## config.mk

```make
export PLATFORM = sky130hd
export DESIGN_NAME = qubp_port
export DESIGN_NICKNAME = d
export VERILOG_FILES = /design/src/core/qubp_pkg.sv /design/src/core/qubp_mem.sv /design/src/core/qubp_port.sv
export SDC_FILE = /design/constraint.sdc
export NUM_CORES = 1
export LEC_CHECK = 0
export BUFFER_PORTS_ARGS = -buffer_cell sky130_fd_sc_hd__buf_4
export CAP_MARGIN = 30
export CORE_MARGIN = 4
export CORE_UTILIZATION = 45
export DETAILED_ROUTE_END_ITERATION = 8
export GPL_ROUTABILITY_DRIVEN = 0
export GPL_TIMING_DRIVEN = 0
export PLACE_DENSITY = 0.68
export SYNTH_ARGS = -nofsm -noshare
export SYNTH_HDL_FRONTEND = slang
export SYNTH_SLANG_ARGS = --single-unit
```

## constraint.sdc

```tcl
create_clock -name CORE_CLK_IN -period 8.19 [get_ports CORE_CLK_IN]
set_input_delay 0.4095 -clock CORE_CLK_IN [delete_from_list [all_inputs] [get_ports CORE_CLK_IN]]
set_output_delay 0.4095 -clock CORE_CLK_IN [all_outputs]
set_load 0.005 [all_outputs]
```

## src/core/qubp_pkg.sv

```systemverilog
// Shared constants and carrier types for the quad channel host bus port
package qubp_pkg;
  // ----------------------------------------------------------------
  // Geometry
  // ----------------------------------------------------------------
  localparam int unsigned NUM_CHAN     = 4;
  localparam int unsigned REG_AW       = 3;
  localparam int unsigned DATA_W       = 8;
  localparam int unsigned REGS_PER_CH  = 8;
  localparam int unsigned CHAN_AW      = 2;
  localparam int unsigned FIFO_DEPTH   = 16;
  localparam int unsigned NUM_TRIG     = 4;

  // ----------------------------------------------------------------
  // Register offsets inside one channel
  // ----------------------------------------------------------------
  localparam logic [2:0] OFS_DATA    = 3'h0;
  localparam logic [2:0] OFS_FCTL    = 3'h2;
  localparam logic [2:0] OFS_MCTL    = 3'h4;
  localparam logic [2:0] OFS_STAT    = 3'h5;

  // Field positions
  localparam int unsigned MCTL_IRQ_EN_BIT = 3;
  localparam int unsigned FCTL_TRIG_LSB   = 6;
  localparam int unsigned STAT_RXRDY_BIT  = 0;
  localparam int unsigned STAT_TXEMP_BIT  = 5;

  // Reset values
  localparam logic [7:0] REG_RST = 8'h00;

  // Receive fill thresholds selected by the trigger field
  localparam logic [4:0] TRIG_LVL0 = 5'h01;
  localparam logic [4:0] TRIG_LVL1 = 5'h04;
  localparam logic [4:0] TRIG_LVL2 = 5'h08;
  localparam logic [4:0] TRIG_LVL3 = 5'h0E;

  typedef enum logic {BUS_RW, BUS_STROBE} qubp_style_t;

  // Host-side control pins as they arrive
  typedef struct packed {
    logic       rd_n;
    logic       wr_n;
    logic [3:0] sel_n;
  } qubp_ctl_t;
endpackage

```

## src/core/qubp_mem.sv

```systemverilog
// Small register memory: eight bytes per channel, registered read data
`timescale 1ns/1ns
module qubp_mem #(
  parameter int unsigned AW = 5,
  parameter int unsigned DW = 8
) (
  // Clock and reset
  input  wire logic          clk_in,
  input  wire logic          rst_n_in,
  // Write port
  input  wire logic          we_in,
  input  wire logic [AW-1:0] waddr_in,
  input  wire logic [DW-1:0] wdata_in,
  // Read port
  input  wire logic [AW-1:0] raddr_in,
  output logic      [DW-1:0] rdata_out
);
  logic [DW-1:0] mem_q [2**AW];

  always_ff @(posedge clk_in or negedge rst_n_in) begin
    if (!rst_n_in) begin
      for (int i = 0; i < 2**AW; i++) begin
        mem_q[i] <= '0;
      end
    end else if (we_in) begin
      mem_q[waddr_in] <= wdata_in;
    end
  end

  always_ff @(posedge clk_in or negedge rst_n_in) begin
    if (!rst_n_in) begin
      rdata_out <= '0;
    end else begin
      rdata_out <= mem_q[raddr_in];
    end
  end
endmodule // qubp_mem

```

## src/core/qubp_port.sv

```systemverilog
// Host bus port of a four channel serial controller
// How it works
// Four channels, each own register set
// Three address lines pick channel register
// Eight-bit data bus, driven only during reads
// Style pin high strobe style, low read/write
// Read strobe fall starts read, byte driven
// Read/write style ignores read strobe
// Write strobe rise loads bus byte
// Read/write style: direction level high read
// Strobe style: four selects, one per channel
// Read/write style: first select is device select
// Read/write style: two selects become address
// Read/write style ignores fourth select
// Sixteen byte queues, received bytes tagged
// Four receive fill thresholds, software chosen
// Strobe style irq driven when enable bit set
// Read/write style: one open-drain irq, rest low
// Extra address decoded binary to channel
`timescale 1ns/1ns
module qubp_port #(
  parameter int unsigned NUM_CHAN = qubp_pkg::NUM_CHAN,
  parameter int unsigned DEPTH    = qubp_pkg::FIFO_DEPTH
) (
  // Clock and reset
  input  wire logic       CORE_CLK_IN,
  input  wire logic       NRST_IN,
  // Bus style strap
  input  wire logic       BUS_STYLE_IN,
  // Host control and address
  input  wire logic       HOST_READ_STROBE_N_IN,
  input  wire logic       HOST_WRITE_STROBE_N_IN,
  input  wire logic       CHAN_A_SELECT_N_IN,
  input  wire logic       CHAN_B_SELECT_N_IN,
  input  wire logic       CHAN_C_SELECT_N_IN,
  input  wire logic       CHAN_D_SELECT_N_IN,
  input  wire logic [2:0] REG_ADDR_IN,
  // Data bus
  input  wire logic [7:0] DATA_IN,
  output logic      [7:0] DATA_OUT,
  output logic            DATA_OE_OUT,
  // Receive side feed and transmit pops from the serial cores
  input  wire logic [3:0] RX_PUSH_IN,
  input  wire logic [7:0] RX_BYTE_IN,
  input  wire logic [2:0] RX_TAG_IN,
  input  wire logic [3:0] TX_POP_IN,
  // Interrupt sources and pins
  input  wire logic [3:0] IRQ_SRC_IN,
  output logic      [3:0] IRQ_OUT,
  output logic      [3:0] IRQ_OE_OUT
);
  // ----------------------------------------------------------------
  // Parameter check
  // ----------------------------------------------------------------
  initial begin
    if (NUM_CHAN != 4 || DEPTH < 2 || DEPTH > 16) begin
      $error("qubp_port: unsupported NUM_CHAN or DEPTH");
    end
  end

  localparam int unsigned CW = $clog2(DEPTH + 1);

  // ----------------------------------------------------------------
  // Decode
  // ----------------------------------------------------------------
  function automatic logic [3:0] onehot2(input logic [1:0] n);
    onehot2 = 4'h1 << n;
  endfunction

  qubp_pkg::qubp_ctl_t ctl;
  qubp_pkg::qubp_style_t style;
  logic [3:0] chan_hit;
  logic       rd_act;
  logic       wr_act;
  logic [1:0] chan_num;

  assign ctl.rd_n  = HOST_READ_STROBE_N_IN;
  assign ctl.wr_n  = HOST_WRITE_STROBE_N_IN;
  assign ctl.sel_n = {CHAN_D_SELECT_N_IN, CHAN_C_SELECT_N_IN,
                      CHAN_B_SELECT_N_IN, CHAN_A_SELECT_N_IN};
  assign style = BUS_STYLE_IN ? qubp_pkg::BUS_STROBE
                              : qubp_pkg::BUS_RW;

  always_comb begin
    chan_hit = 4'h0;
    rd_act   = 1'b0;
    wr_act   = 1'b0;
    chan_num = 2'h0;
    if (style == qubp_pkg::BUS_STROBE) begin
      chan_hit = ~ctl.sel_n;
      if (ctl.sel_n[3:1] == 3'h7) chan_num = 2'h0;
      else if (ctl.sel_n[1] == 1'b0) chan_num = 2'h1;
      else if (ctl.sel_n[2] == 1'b0) chan_num = 2'h2;
      else chan_num = 2'h3;
      // Several selects low at once is a host fault; lowest wins
      if (!ctl.sel_n[0]) chan_num = 2'h0;
      rd_act = !ctl.rd_n && (ctl.sel_n != 4'hF);
      wr_act = !ctl.wr_n && (ctl.sel_n != 4'hF);
    end else begin
      // Fourth select and read strobe are not looked at here
      chan_num = {ctl.sel_n[2], ctl.sel_n[1]};
      chan_hit = ctl.sel_n[0] ? 4'h0 : onehot2(chan_num);
      rd_act = !ctl.sel_n[0] && ctl.wr_n;
      wr_act = !ctl.sel_n[0] && !ctl.wr_n;
    end
  end

  // ----------------------------------------------------------------
  // Edge detection on the access levels
  // ----------------------------------------------------------------
  logic       rd_q;
  logic       wr_q;
  logic [4:0] waddr_q;
  logic [7:0] wdata_q;
  logic       rd_start;
  logic       wr_done;

  always_ff @(posedge CORE_CLK_IN or negedge NRST_IN) begin
    if (!NRST_IN) begin
      rd_q <= 1'b0;
      wr_q <= 1'b0;
    end else begin
      rd_q <= rd_act;
      wr_q <= wr_act;
    end
  end

  // Address and data tracked while the write is open; loaded at its end
  always_ff @(posedge CORE_CLK_IN or negedge NRST_IN) begin
    if (!NRST_IN) begin
      waddr_q <= 5'h00;
      wdata_q <= 8'h00;
    end else if (wr_act) begin
      waddr_q <= {chan_num, REG_ADDR_IN};
      wdata_q <= DATA_IN;
    end
  end

  assign rd_start = rd_act && !rd_q;
  assign wr_done  = wr_q && !wr_act;

  // ----------------------------------------------------------------
  // Register storage for all channels
  // ----------------------------------------------------------------
  logic [7:0] mem_rdata;

  qubp_mem #(.AW(5), .DW(8)) u_mem (
    .clk_in    (CORE_CLK_IN),
    .rst_n_in  (NRST_IN),
    .we_in     (wr_done),
    .waddr_in  (waddr_q),
    .wdata_in  (wdata_q),
    .raddr_in  ({chan_num, REG_ADDR_IN}),
    .rdata_out (mem_rdata)
  );

  // ----------------------------------------------------------------
  // Per channel queues, control bits and interrupt pins
  // ----------------------------------------------------------------
  logic [3:0]    irq_en_q;
  logic [1:0]    trig_q   [4];
  logic [CW-1:0] rx_cnt_q [4];
  logic [CW-1:0] tx_cnt_q [4];
  logic [10:0]   rx_head_q[4];
  logic [3:0]    rx_ready;
  logic [3:0]    rx_pop;

  function automatic logic [4:0] trig_lvl(input logic [1:0] sel);
    unique case (sel)
      2'h0: trig_lvl = qubp_pkg::TRIG_LVL0;
      2'h1: trig_lvl = qubp_pkg::TRIG_LVL1;
      2'h2: trig_lvl = qubp_pkg::TRIG_LVL2;
      2'h3: trig_lvl = qubp_pkg::TRIG_LVL3;
    endcase
  endfunction

  genvar c;
  generate
    for (c = 0; c < 4; c++) begin : g_chan
      logic hit_wr;
      logic tx_push;
      logic en_q;
      // One process per channel owns its enable bit
      assign irq_en_q[c] = en_q;
      assign hit_wr  = wr_done && (waddr_q[4:3] == 2'(c));
      assign tx_push = hit_wr && (waddr_q[2:0] == qubp_pkg::OFS_DATA)
                       && (tx_cnt_q[c] != CW'(DEPTH));
      assign rx_pop[c] = rd_start && chan_hit[c]
                         && (REG_ADDR_IN == qubp_pkg::OFS_DATA)
                         && (rx_cnt_q[c] != '0);

      always_ff @(posedge CORE_CLK_IN or negedge NRST_IN) begin
        if (!NRST_IN) begin
          en_q      <= 1'b0;
          trig_q[c] <= 2'h0;
        end else if (hit_wr && waddr_q[2:0] == qubp_pkg::OFS_MCTL) begin
          en_q <= wdata_q[qubp_pkg::MCTL_IRQ_EN_BIT];
        end else if (hit_wr && waddr_q[2:0] == qubp_pkg::OFS_FCTL) begin
          trig_q[c] <= wdata_q[qubp_pkg::FCTL_TRIG_LSB +: 2];
        end
      end

      // Occupancy counts; storage of queued bytes lives in the cores
      always_ff @(posedge CORE_CLK_IN or negedge NRST_IN) begin
        if (!NRST_IN) begin
          rx_cnt_q[c] <= '0;
        end else if ((RX_PUSH_IN[c] && rx_cnt_q[c] != CW'(DEPTH))
                     && !rx_pop[c]) begin
          rx_cnt_q[c] <= rx_cnt_q[c] + 1'b1;
        end else if (rx_pop[c] && !RX_PUSH_IN[c]) begin
          rx_cnt_q[c] <= rx_cnt_q[c] - 1'b1;
        end
      end

      always_ff @(posedge CORE_CLK_IN or negedge NRST_IN) begin
        if (!NRST_IN) begin
          tx_cnt_q[c] <= '0;
        end else if (tx_push && !(TX_POP_IN[c] && tx_cnt_q[c] != '0)) begin
          tx_cnt_q[c] <= tx_cnt_q[c] + 1'b1;
        end else if (!tx_push && TX_POP_IN[c] && tx_cnt_q[c] != '0) begin
          tx_cnt_q[c] <= tx_cnt_q[c] - 1'b1;
        end
      end

      // Latest received byte with its error tag
      always_ff @(posedge CORE_CLK_IN or negedge NRST_IN) begin
        if (!NRST_IN) begin
          rx_head_q[c] <= 11'h000;
        end else if (RX_PUSH_IN[c]) begin
          rx_head_q[c] <= {RX_TAG_IN, RX_BYTE_IN};
        end
      end

      assign rx_ready[c] = 5'(rx_cnt_q[c])
                           >= trig_lvl(trig_q[c]);
    end
  endgenerate

  // Interrupt pins: strobe style per channel, else one open drain line
  always_ff @(posedge CORE_CLK_IN or negedge NRST_IN) begin
    if (!NRST_IN) begin
      IRQ_OUT    <= 4'h0;
      IRQ_OE_OUT <= 4'h0;
    end else if (style == qubp_pkg::BUS_STROBE) begin
      IRQ_OUT    <= IRQ_SRC_IN;
      IRQ_OE_OUT <= irq_en_q;
    end else begin
      IRQ_OUT    <= 4'h0;
      IRQ_OE_OUT <= {3'h7, |IRQ_SRC_IN};
    end
  end

  // ----------------------------------------------------------------
  // Read data path
  // ----------------------------------------------------------------
  logic [1:0] rd_chan_q;
  logic [2:0] rd_reg_q;
  logic       rd_pend_q;

  always_ff @(posedge CORE_CLK_IN or negedge NRST_IN) begin
    if (!NRST_IN) begin
      rd_chan_q <= 2'h0;
      rd_reg_q  <= 3'h0;
      rd_pend_q <= 1'b0;
    end else begin
      rd_pend_q <= rd_start;
      if (rd_start) begin
        rd_chan_q <= chan_num;
        rd_reg_q  <= REG_ADDR_IN;
      end
    end
  end

  // Byte is captured on the second edge after the fall and held until release
  always_ff @(posedge CORE_CLK_IN or negedge NRST_IN) begin
    if (!NRST_IN) begin
      DATA_OUT <= qubp_pkg::REG_RST;
    end else if (rd_pend_q) begin
      unique case (rd_reg_q)
        qubp_pkg::OFS_DATA: DATA_OUT <= rx_head_q[rd_chan_q][7:0];
        qubp_pkg::OFS_STAT: DATA_OUT <= {2'h0,
          tx_cnt_q[rd_chan_q] == '0, 4'h0, rx_ready[rd_chan_q]};
        default:            DATA_OUT <= mem_rdata;
      endcase
    end
  end

  assign DATA_OE_OUT = rd_act && rd_q;

  // ----------------------------------------------------------------
  // Checks
  // ----------------------------------------------------------------
  data_oe_rd_a: assert property (@(posedge CORE_CLK_IN) disable iff (!NRST_IN)
    DATA_OE_OUT |-> rd_act) else $error("data driven outside read");
  no_oe_wr_a: assert property (@(posedge CORE_CLK_IN) disable iff (!NRST_IN)
    wr_act |-> !DATA_OE_OUT) else $error("data driven on write");
  rd_start_oe_a: assert property (@(posedge CORE_CLK_IN) disable iff (!NRST_IN)
    rd_start ##1 rd_act |-> DATA_OE_OUT) else $error("read not driven");
  wr_load_a: assert property (@(posedge CORE_CLK_IN) disable iff (!NRST_IN)
    $fell(wr_act) |-> wr_done) else $error("write not loaded");
  rw_dir_a: assert property (@(posedge CORE_CLK_IN) disable iff (!NRST_IN)
    (!BUS_STYLE_IN && !CHAN_A_SELECT_N_IN) |-> (rd_act == HOST_WRITE_STROBE_N_IN)
  ) else $error("direction level wrong");
  strobe_sel_a: assert property (@(posedge CORE_CLK_IN) disable iff (!NRST_IN)
    BUS_STYLE_IN |-> chan_hit == ~ctl.sel_n) else $error("select map");
  rw_chan_a: assert property (@(posedge CORE_CLK_IN) disable iff (!NRST_IN)
    (!BUS_STYLE_IN && !CHAN_A_SELECT_N_IN) |->
    chan_hit == onehot2({CHAN_C_SELECT_N_IN, CHAN_B_SELECT_N_IN}))
    else $error("channel decode wrong");
  irq_en_pin_a: assert property (@(posedge CORE_CLK_IN) disable iff (!NRST_IN)
    $past(BUS_STYLE_IN) && BUS_STYLE_IN |-> IRQ_OE_OUT == $past(irq_en_q))
    else $error("irq enable mismatch");
  rw_irq_a: assert property (@(posedge CORE_CLK_IN) disable iff (!NRST_IN)
    !$past(BUS_STYLE_IN) |-> IRQ_OUT == 4'h0 && IRQ_OE_OUT[3:1] == 3'h7)
    else $error("unused irq pins not low");
endmodule // qubp_port

```

* Yosys cells after proc, flatten, opt, wreduce, memory -nomap -nowiden
Cells that the tools add are included.
** Storage, ports and cells
- Register bits after elaboration :: 397
- Input port bits :: 43
** Cells by class
- Add/subtract/negate cells :: 16
- $lt $le $gt $ge :: 9
- Equality and inequality tests :: 28
- Shifts and indexed selects :: 1
- Muxes and demuxes :: 47
- Bitwise gates (word level) :: 8
- Reduce and logical (&&, ||, !) cells :: 119
** Operator list (number)
- 256-bit bitwise mux :: 1
- 5-bit two-way mux :: 18
- 5-bit case mux with 4 select lines :: 4
- 1-bit logical AND :: 68
- 5-bit by 1-bit adder with 5-bit output (second input constant) :: 8
- 8-bit binary-select mux with 5-bit select :: 1
- 8-bit demux with 5-bit select :: 1
- 8-bit two-way mux :: 5
- 5-bit inequality test (second input constant) :: 8
- 5-bit nonzero test :: 8
- 5-bit by 1-bit subtractor with 5-bit output (second input constant) :: 8
- 11-bit binary-select mux with 2-bit select :: 1
- 1-bit logical NOT :: 21
- 2-bit == test (second input constant) :: 10
- 5-bit greater-or-equal comparator :: 4
- 4-bit two-way mux :: 4
- 8-bit case mux with 2 select lines :: 1
- 2-bit nonzero test :: 8
- 6-bit greater-or-equal comparator (second input constant) :: 2
- 5-bit NOT with 6-bit output :: 2
- 5-bit binary-select mux with 2-bit select :: 1
- 2-bit by 1-bit == test with 1-bit output (second input constant) :: 5
- 2-bit logical NOT :: 5
- 3-bit == test (second input constant) :: 3
- 16 further kinds :: 31

* Logic depth before layout (Yosys ltp)
- Word-level depth :: 13
- Gate-level depth with buffers :: 15
- Depth with buffers taken out :: 13

* By module
A second synthesis with hierarchy kept.
** Second synthesis, totals
- Cell total of the unflattened synthesis :: 1357
- Area, all modules :: 19037.0 um^2
** By module, submodules not included
- qubp_mem :: instances 1, cells an instance 707, area each 11848.9 um^2, sequential area each 6606.3 um^2
- qubp_port :: instances 1, cells an instance 650, area each 7188.1 um^2, sequential area each 3027.9 um^2

* Least setup slack after synthesis
No wires, ideal clock.
- Kind :: input to register
- From :: input port CHAN_C_SELECT_N_IN
- To :: register tx_cnt_q[19] (netlist bit)
- Data arrival time :: 2.830 ns
- Path slack :: 5.216 ns
- Stages on the path :: 14
- Buffers on the path :: 2
- Cells stage by stage :: buf_2 and4_1 o31a_2 buf_2 nand2_1 a21oi_1 nand2_1 inv_1 fa_1 nor2b_1 o21ai_0 nor2b_1 o311ai_0 a22oi_1
** On the way
- Word-level cells in the longest chain between the ends :: 12
- Elaborated cells on any way between the ends :: 14
- Those cells by class :: eq/ne: 1; mux: 2; reduce/logical: 11
** RTL lines
- start: declaration :: RTL line qubp_port.sv:35 : input wire logic CHAN_C_SELECT_N_IN,
- 4-bit inequality test (*) :: RTL line qubp_port.sv:98 : wr_act = !ctl.wr_n && (ctl.sel_n != 4'hF);
- 1-bit logical AND (*) :: RTL line qubp_port.sv:98
- 1-bit two-way mux (*) :: RTL line qubp_port.sv:89 : if (style == qubp_pkg::BUS_STROBE) begin
- 1-bit logical NOT (*) :: RTL line qubp_port.sv:140 : assign wr_done = wr_q && !wr_act;
- 1-bit logical AND (*) :: RTL line qubp_port.sv:140
- 1-bit logical AND (*) :: RTL line qubp_port.sv:185 : assign hit_wr = wr_done && (waddr_q[4:3] == 2'(c));
- 1-bit logical AND (*) :: RTL line qubp_port.sv:186 : assign tx_push = hit_wr && (waddr_q[2:0] == qubp_pkg::OFS_DATA)
- 1-bit logical AND (*) :: RTL line qubp_port.sv:187 : && (tx_cnt_q[c] != CW'(DEPTH));
- 1-bit logical NOT :: RTL line qubp_port.sv:220 : end else if (!tx_push && TX_POP_IN[c] && tx_cnt_q[c] != '0) begin
- 1-bit logical AND (2 in a row) :: RTL line qubp_port.sv:220
- 2-bit nonzero test (no source line)
- end signal: indexed assignment :: RTL line qubp_port.sv:219 : tx_cnt_q[c] <= tx_cnt_q[c] + 1'b1;
- end signal: indexed assignment :: RTL line qubp_port.sv:221 : tx_cnt_q[c] <= tx_cnt_q[c] - 1'b1;
- end: declaration :: RTL line qubp_port.sv:163 : logic [CW-1:0] tx_cnt_q [4];
Every way passes the cells marked *; elsewhere a longest branch is shown, timed or not.
A chain may end at the register's enable or synchronous reset.

* Worst setup path after layout
- From :: register waddr_q[3]
- To :: register tx_cnt_q[19] (netlist bit)
** On the way
- Word-level cells in the longest chain between the ends :: 8
- Elaborated cells on any way between the ends :: 10
- Those cells by class :: mux: 1; reduce/logical: 9
** RTL lines
- start: declaration :: RTL line qubp_port.sv:113 : logic [4:0] waddr_q;
- start signal: assignment :: RTL line qubp_port.sv:134 : waddr_q <= {chan_num, REG_ADDR_IN};
- 2-bit logical NOT (*) :: RTL line qubp_port.sv:185
- 1-bit logical AND (*) :: RTL line qubp_port.sv:185
- 1-bit logical AND (*) :: RTL line qubp_port.sv:186
- 1-bit logical AND (*) :: RTL line qubp_port.sv:187
- 1-bit logical NOT :: RTL line qubp_port.sv:220
- 1-bit logical AND (2 in a row) :: RTL line qubp_port.sv:220
- 2-bit nonzero test (no source line)
Marks and branches as above.

==> results.json <==
{
  "outcome": "complete, no violations",
  "synthFlopType": "dfrtp_1",
  "synth_warnings": 0,
  "ir_worst_vdd_mv": 0.166,
  "die_area_um2": 45600,
  "setup-tns-final_ns": 0,
  "crit_chain": "nand2b_1, buf_2, nor3_1, nand2_1, a21oi_1, nand2_1, ha_1, nor2b_1, o21ai_0, nor2b_1, nand2_1, a21o_1, a22oi_1",
  "grt_max_degree": 123,
  "critical_path_required_ns": 8.65,
  "leakage_nw": 9.85,
  "cts_tree": "yes",
  "finalCritPeriodShare": 0.422,
  "end_kind": "flip-flop",
  "cts_sinks": 385,
  "hold_viol": 0,
  "rsz0062_at_grt": "no",
  "crit_top_cell": "nand2_1",
  "routed_wl_um": 47300,
  "ant_nets": 0,
  "cts_max_level": 2,
  "syn_nets": 1488,
  "clock.fmax_ghz": 0.289,
  "worstPathBufferInverterCount": 1,
  "ios": 60,
  "synth_seq_cells": 385,
  "final.setup.worst_slack_ns": 4.73,
  "slew_headroom": 0.344,
  "synth_edf_count": 0,
  "setup_viol": 0,
  "vias": 12100,
  "die_h_um": 213,
  "syn_inst": 1396,
  "fin_worst_skew_ns": 0.0147,
  "clk_path_buf_depth": 3,
  "netlist_area_um2": 19000,
  "drv_slew": 0,
  "post_cts_resized": 0,
  "synth.area.top_cells": "dfrtp_1 (51%), mux2_2 (19%), mux4_2 (8.5%)",
  "viasPerCell": 5.87,
  "antenna_cells": 0,
  "synth_commonest_cells": "dfrtp_1 (385), mux2_2 (325), nand2_1 (85), mux4_2 (72)",
  "worstHoldPathType": "primary input to flip-flop",
  "min_from": "DATA_IN[2]",
  "detail_route.iter0.violations": 826,
  "coreArea_um2": 41900,
  "worstSetupPathDepth": 13,
  "period_needed_ns": 3.46,
  "netlist.area_leader.share": 0.507,
  "whs_path_depth": 2,
  "pre_cts_ws_ns": 4.53,
  "root_buffer": "clkbuf_16",
  "grt_pass1_vias": 12600,
  "cpPeakStageDelay_ns": 0.42,
  "critPathLaunchType": "flip-flop",
  "cts_buffers": 41,
  "critical_path_arrival_ns": 3.92,
  "antenna_found_initial": 0,
  "grt_overflow_total": 0,
  "cts_setup_buffers": 0,
  "crit_slowest_cell": "nand2_1",
  "reg2reg_depth": 13,
  "crit_family": "simple AND/OR/NAND/NOR gates",
  "yosysTopAreaCell": "dfrtp_1",
  "worstPathMaxFanout": 10,
  "gr-usage-all-layers": 0.209,
  "drc_errors": 0,
  "fin_nets": 1586,
  "rows": 75,
  "yosysMostFrequentCell": "dfrtp_1",
  "r2r_start": "waddr_q[3]$_DFFE_PN0P_",
  "clkTransAtPathRegs_ns": 0.07,
  "portBuffers": 49,
  "clk-insertion-delay-late_ns": 0.55,
  "worst_pin_slew_ns": 0.977,
  "area_delta_synth_final_pct": 14.0,
  "place_area_um2": 20200,
  "postSynthAreaPerCell_um2": 13.6,
  "drive_above_1_share": 0.375,
  "ys_types": 73,
  "cap_violations": 0,
  "drt-pass1-iter-count": 5,
  "place_hpwl_um": 32200,
  "start_util": 0.454,
  "cellPowerDensity_nw_per_um2": 312,
  "synthArstFlopShare": 1.00,
  "grt_first_pass_wirelength_um": 73600,
  "wl_per_cell_um": 22.9,
  "final_area_um2": 21700,
  "ys_seq_area_frac": 0.507,
  "critPathKind": "flip-flop to flip-flop",
  "critPathLaunch": "waddr_q[3]$_DFFE_PN0P_",
  "die_x_um": 213
}
[worst paths after layout]
path,to,slack (ns)
min in group asynchronous,rx_cnt_q[1]$_DFFE_PN0P_,0.34
setup reg to reg,tx_cnt_q[19]$_DFFE_PN0P_,4.73
hold reg to reg,IRQ_OE_OUT[3]$_DFF_PN0_,0.47
max in group asynchronous,u_mem.mem_q[14]$_DFFE_PN0P_,6.37
hold / removal,wdata_q[2]$_DFFE_PN0P_,0.1
setup / recovery,tx_cnt_q[19]$_DFFE_PN0P_,4.73
[worst register-to-register path: stages (launching register included)]
cell      delay, ns
dfrtp_1        0.39
nand2b_1       0.15
buf_2          0.22
nor3_1         0.31
nand2_1        0.42
a21oi_1        0.40
nand2_1        0.20
ha_1           0.33
nor2b_1        0.13
o21ai_0        0.18
nor2b_1        0.26
nand2_1        0.09
a21o_1         0.16
a22oi_1        0.14
[placed cells by master (no fill, tap or decap), types with 8 or more instances in the layout]
cell type,n
fa_1,8
buf_2,20
mux2_2,325
xor2_1,10
inv_1,24
mux2i_1,22
nor2b_1,8
nand3_1,12
or4_1,8
a21o_1,14
buf_4,52
o21ai_0,19
a22o_1,15
o221ai_1,8
mux4_2,72
a22oi_1,17
nand2_1,85
a21oi_1,41
dfrtp_1,385
nor4_1,12
clkbuf_8,8
a31oi_1,9
ha_1,41
nor2_1,48
xnor2_1,18
clkbuf_16,43
clkbuf_1,54
nor3_1,9
nand2b_1,15
[cell families (layout without fill, tap and decap cells)]
kind of cell	Yosys count	in the layout	synth area share
simple gates	244	244	0.0683
fa+ha+maj	49	49	0.0354
xor+xnor	28	28	0.0129
compound gates	165	165	0.0617
flops	385	385	0.507
mux	421	421	0.291
buf+inv	104	233	0.0236
[final cells by class]
class,instances,area [µm²]
inverter,24,90.1
clock inverter,17,272
tap,539,674
sequential,385,9630
multi-input combinational,907,8910
clock buffer,57,1210
fill,3527,20200
timing repair buffer,55,503
buffer,80,359
[metrics by stage]
step | total power [mW] | std cells | utilization | hold slack, ns
2_1_floorplan | 4.16 | 1396 | - | 0.114
3_3_place_gp | 4.62 | 1984 | 0.479 | 0.446
3_5_place_dp | 4.73 | 1989 | 0.482 | 0.330
4_1_cts | 6.79 | 2064 | 0.517 | 0.0806
5_1_grt | 7.15 | 2064 | 0.517 | 0.0889
6_report | 6.75 | 2064 | 0.517 | 0.0967
[repair_timing]
item	4_1_cts	5_1_grt
hold buffers	1	0
setup endpoints to repair	0	0
hold endpoints to repair	39	0
[where the power goes]
part	internal [mW]	switching, mW	total, mW	leakage [nW]
clock network	1.25	0.780	2.03	0.734
logic	1.00	0.886	1.89	4.13
registers	2.45	0.379	2.83	4.99
[routing by layer]
layer / wire length, µm / global-route usage / vias to the layer above / share of wire
li1: - / - / 5386 / -
met1: 20600 / 0.287 / 6313 / 0.44
met2: 22500 / 0.339 / 312 / 0.48
met3: 2690 / 0.0451 / 98 / 0.057
met4: 1460 / 0.0660 / 0 / 0.031
met5: 0 / 0 / - / 0
[flip-flops by register name, indices dropped and copies added, names as in the netlist, 8 cells and up]
name / count
DATA_OUT: 8
rx_cnt_q: 20
rx_head_q: 32
trig_q: 8
tx_cnt_q: 20
u_mem.mem_q: 256
u_mem.rdata_out: 8
wdata_q: 8
No activity file was read; power rests on OpenSTA's default activity.
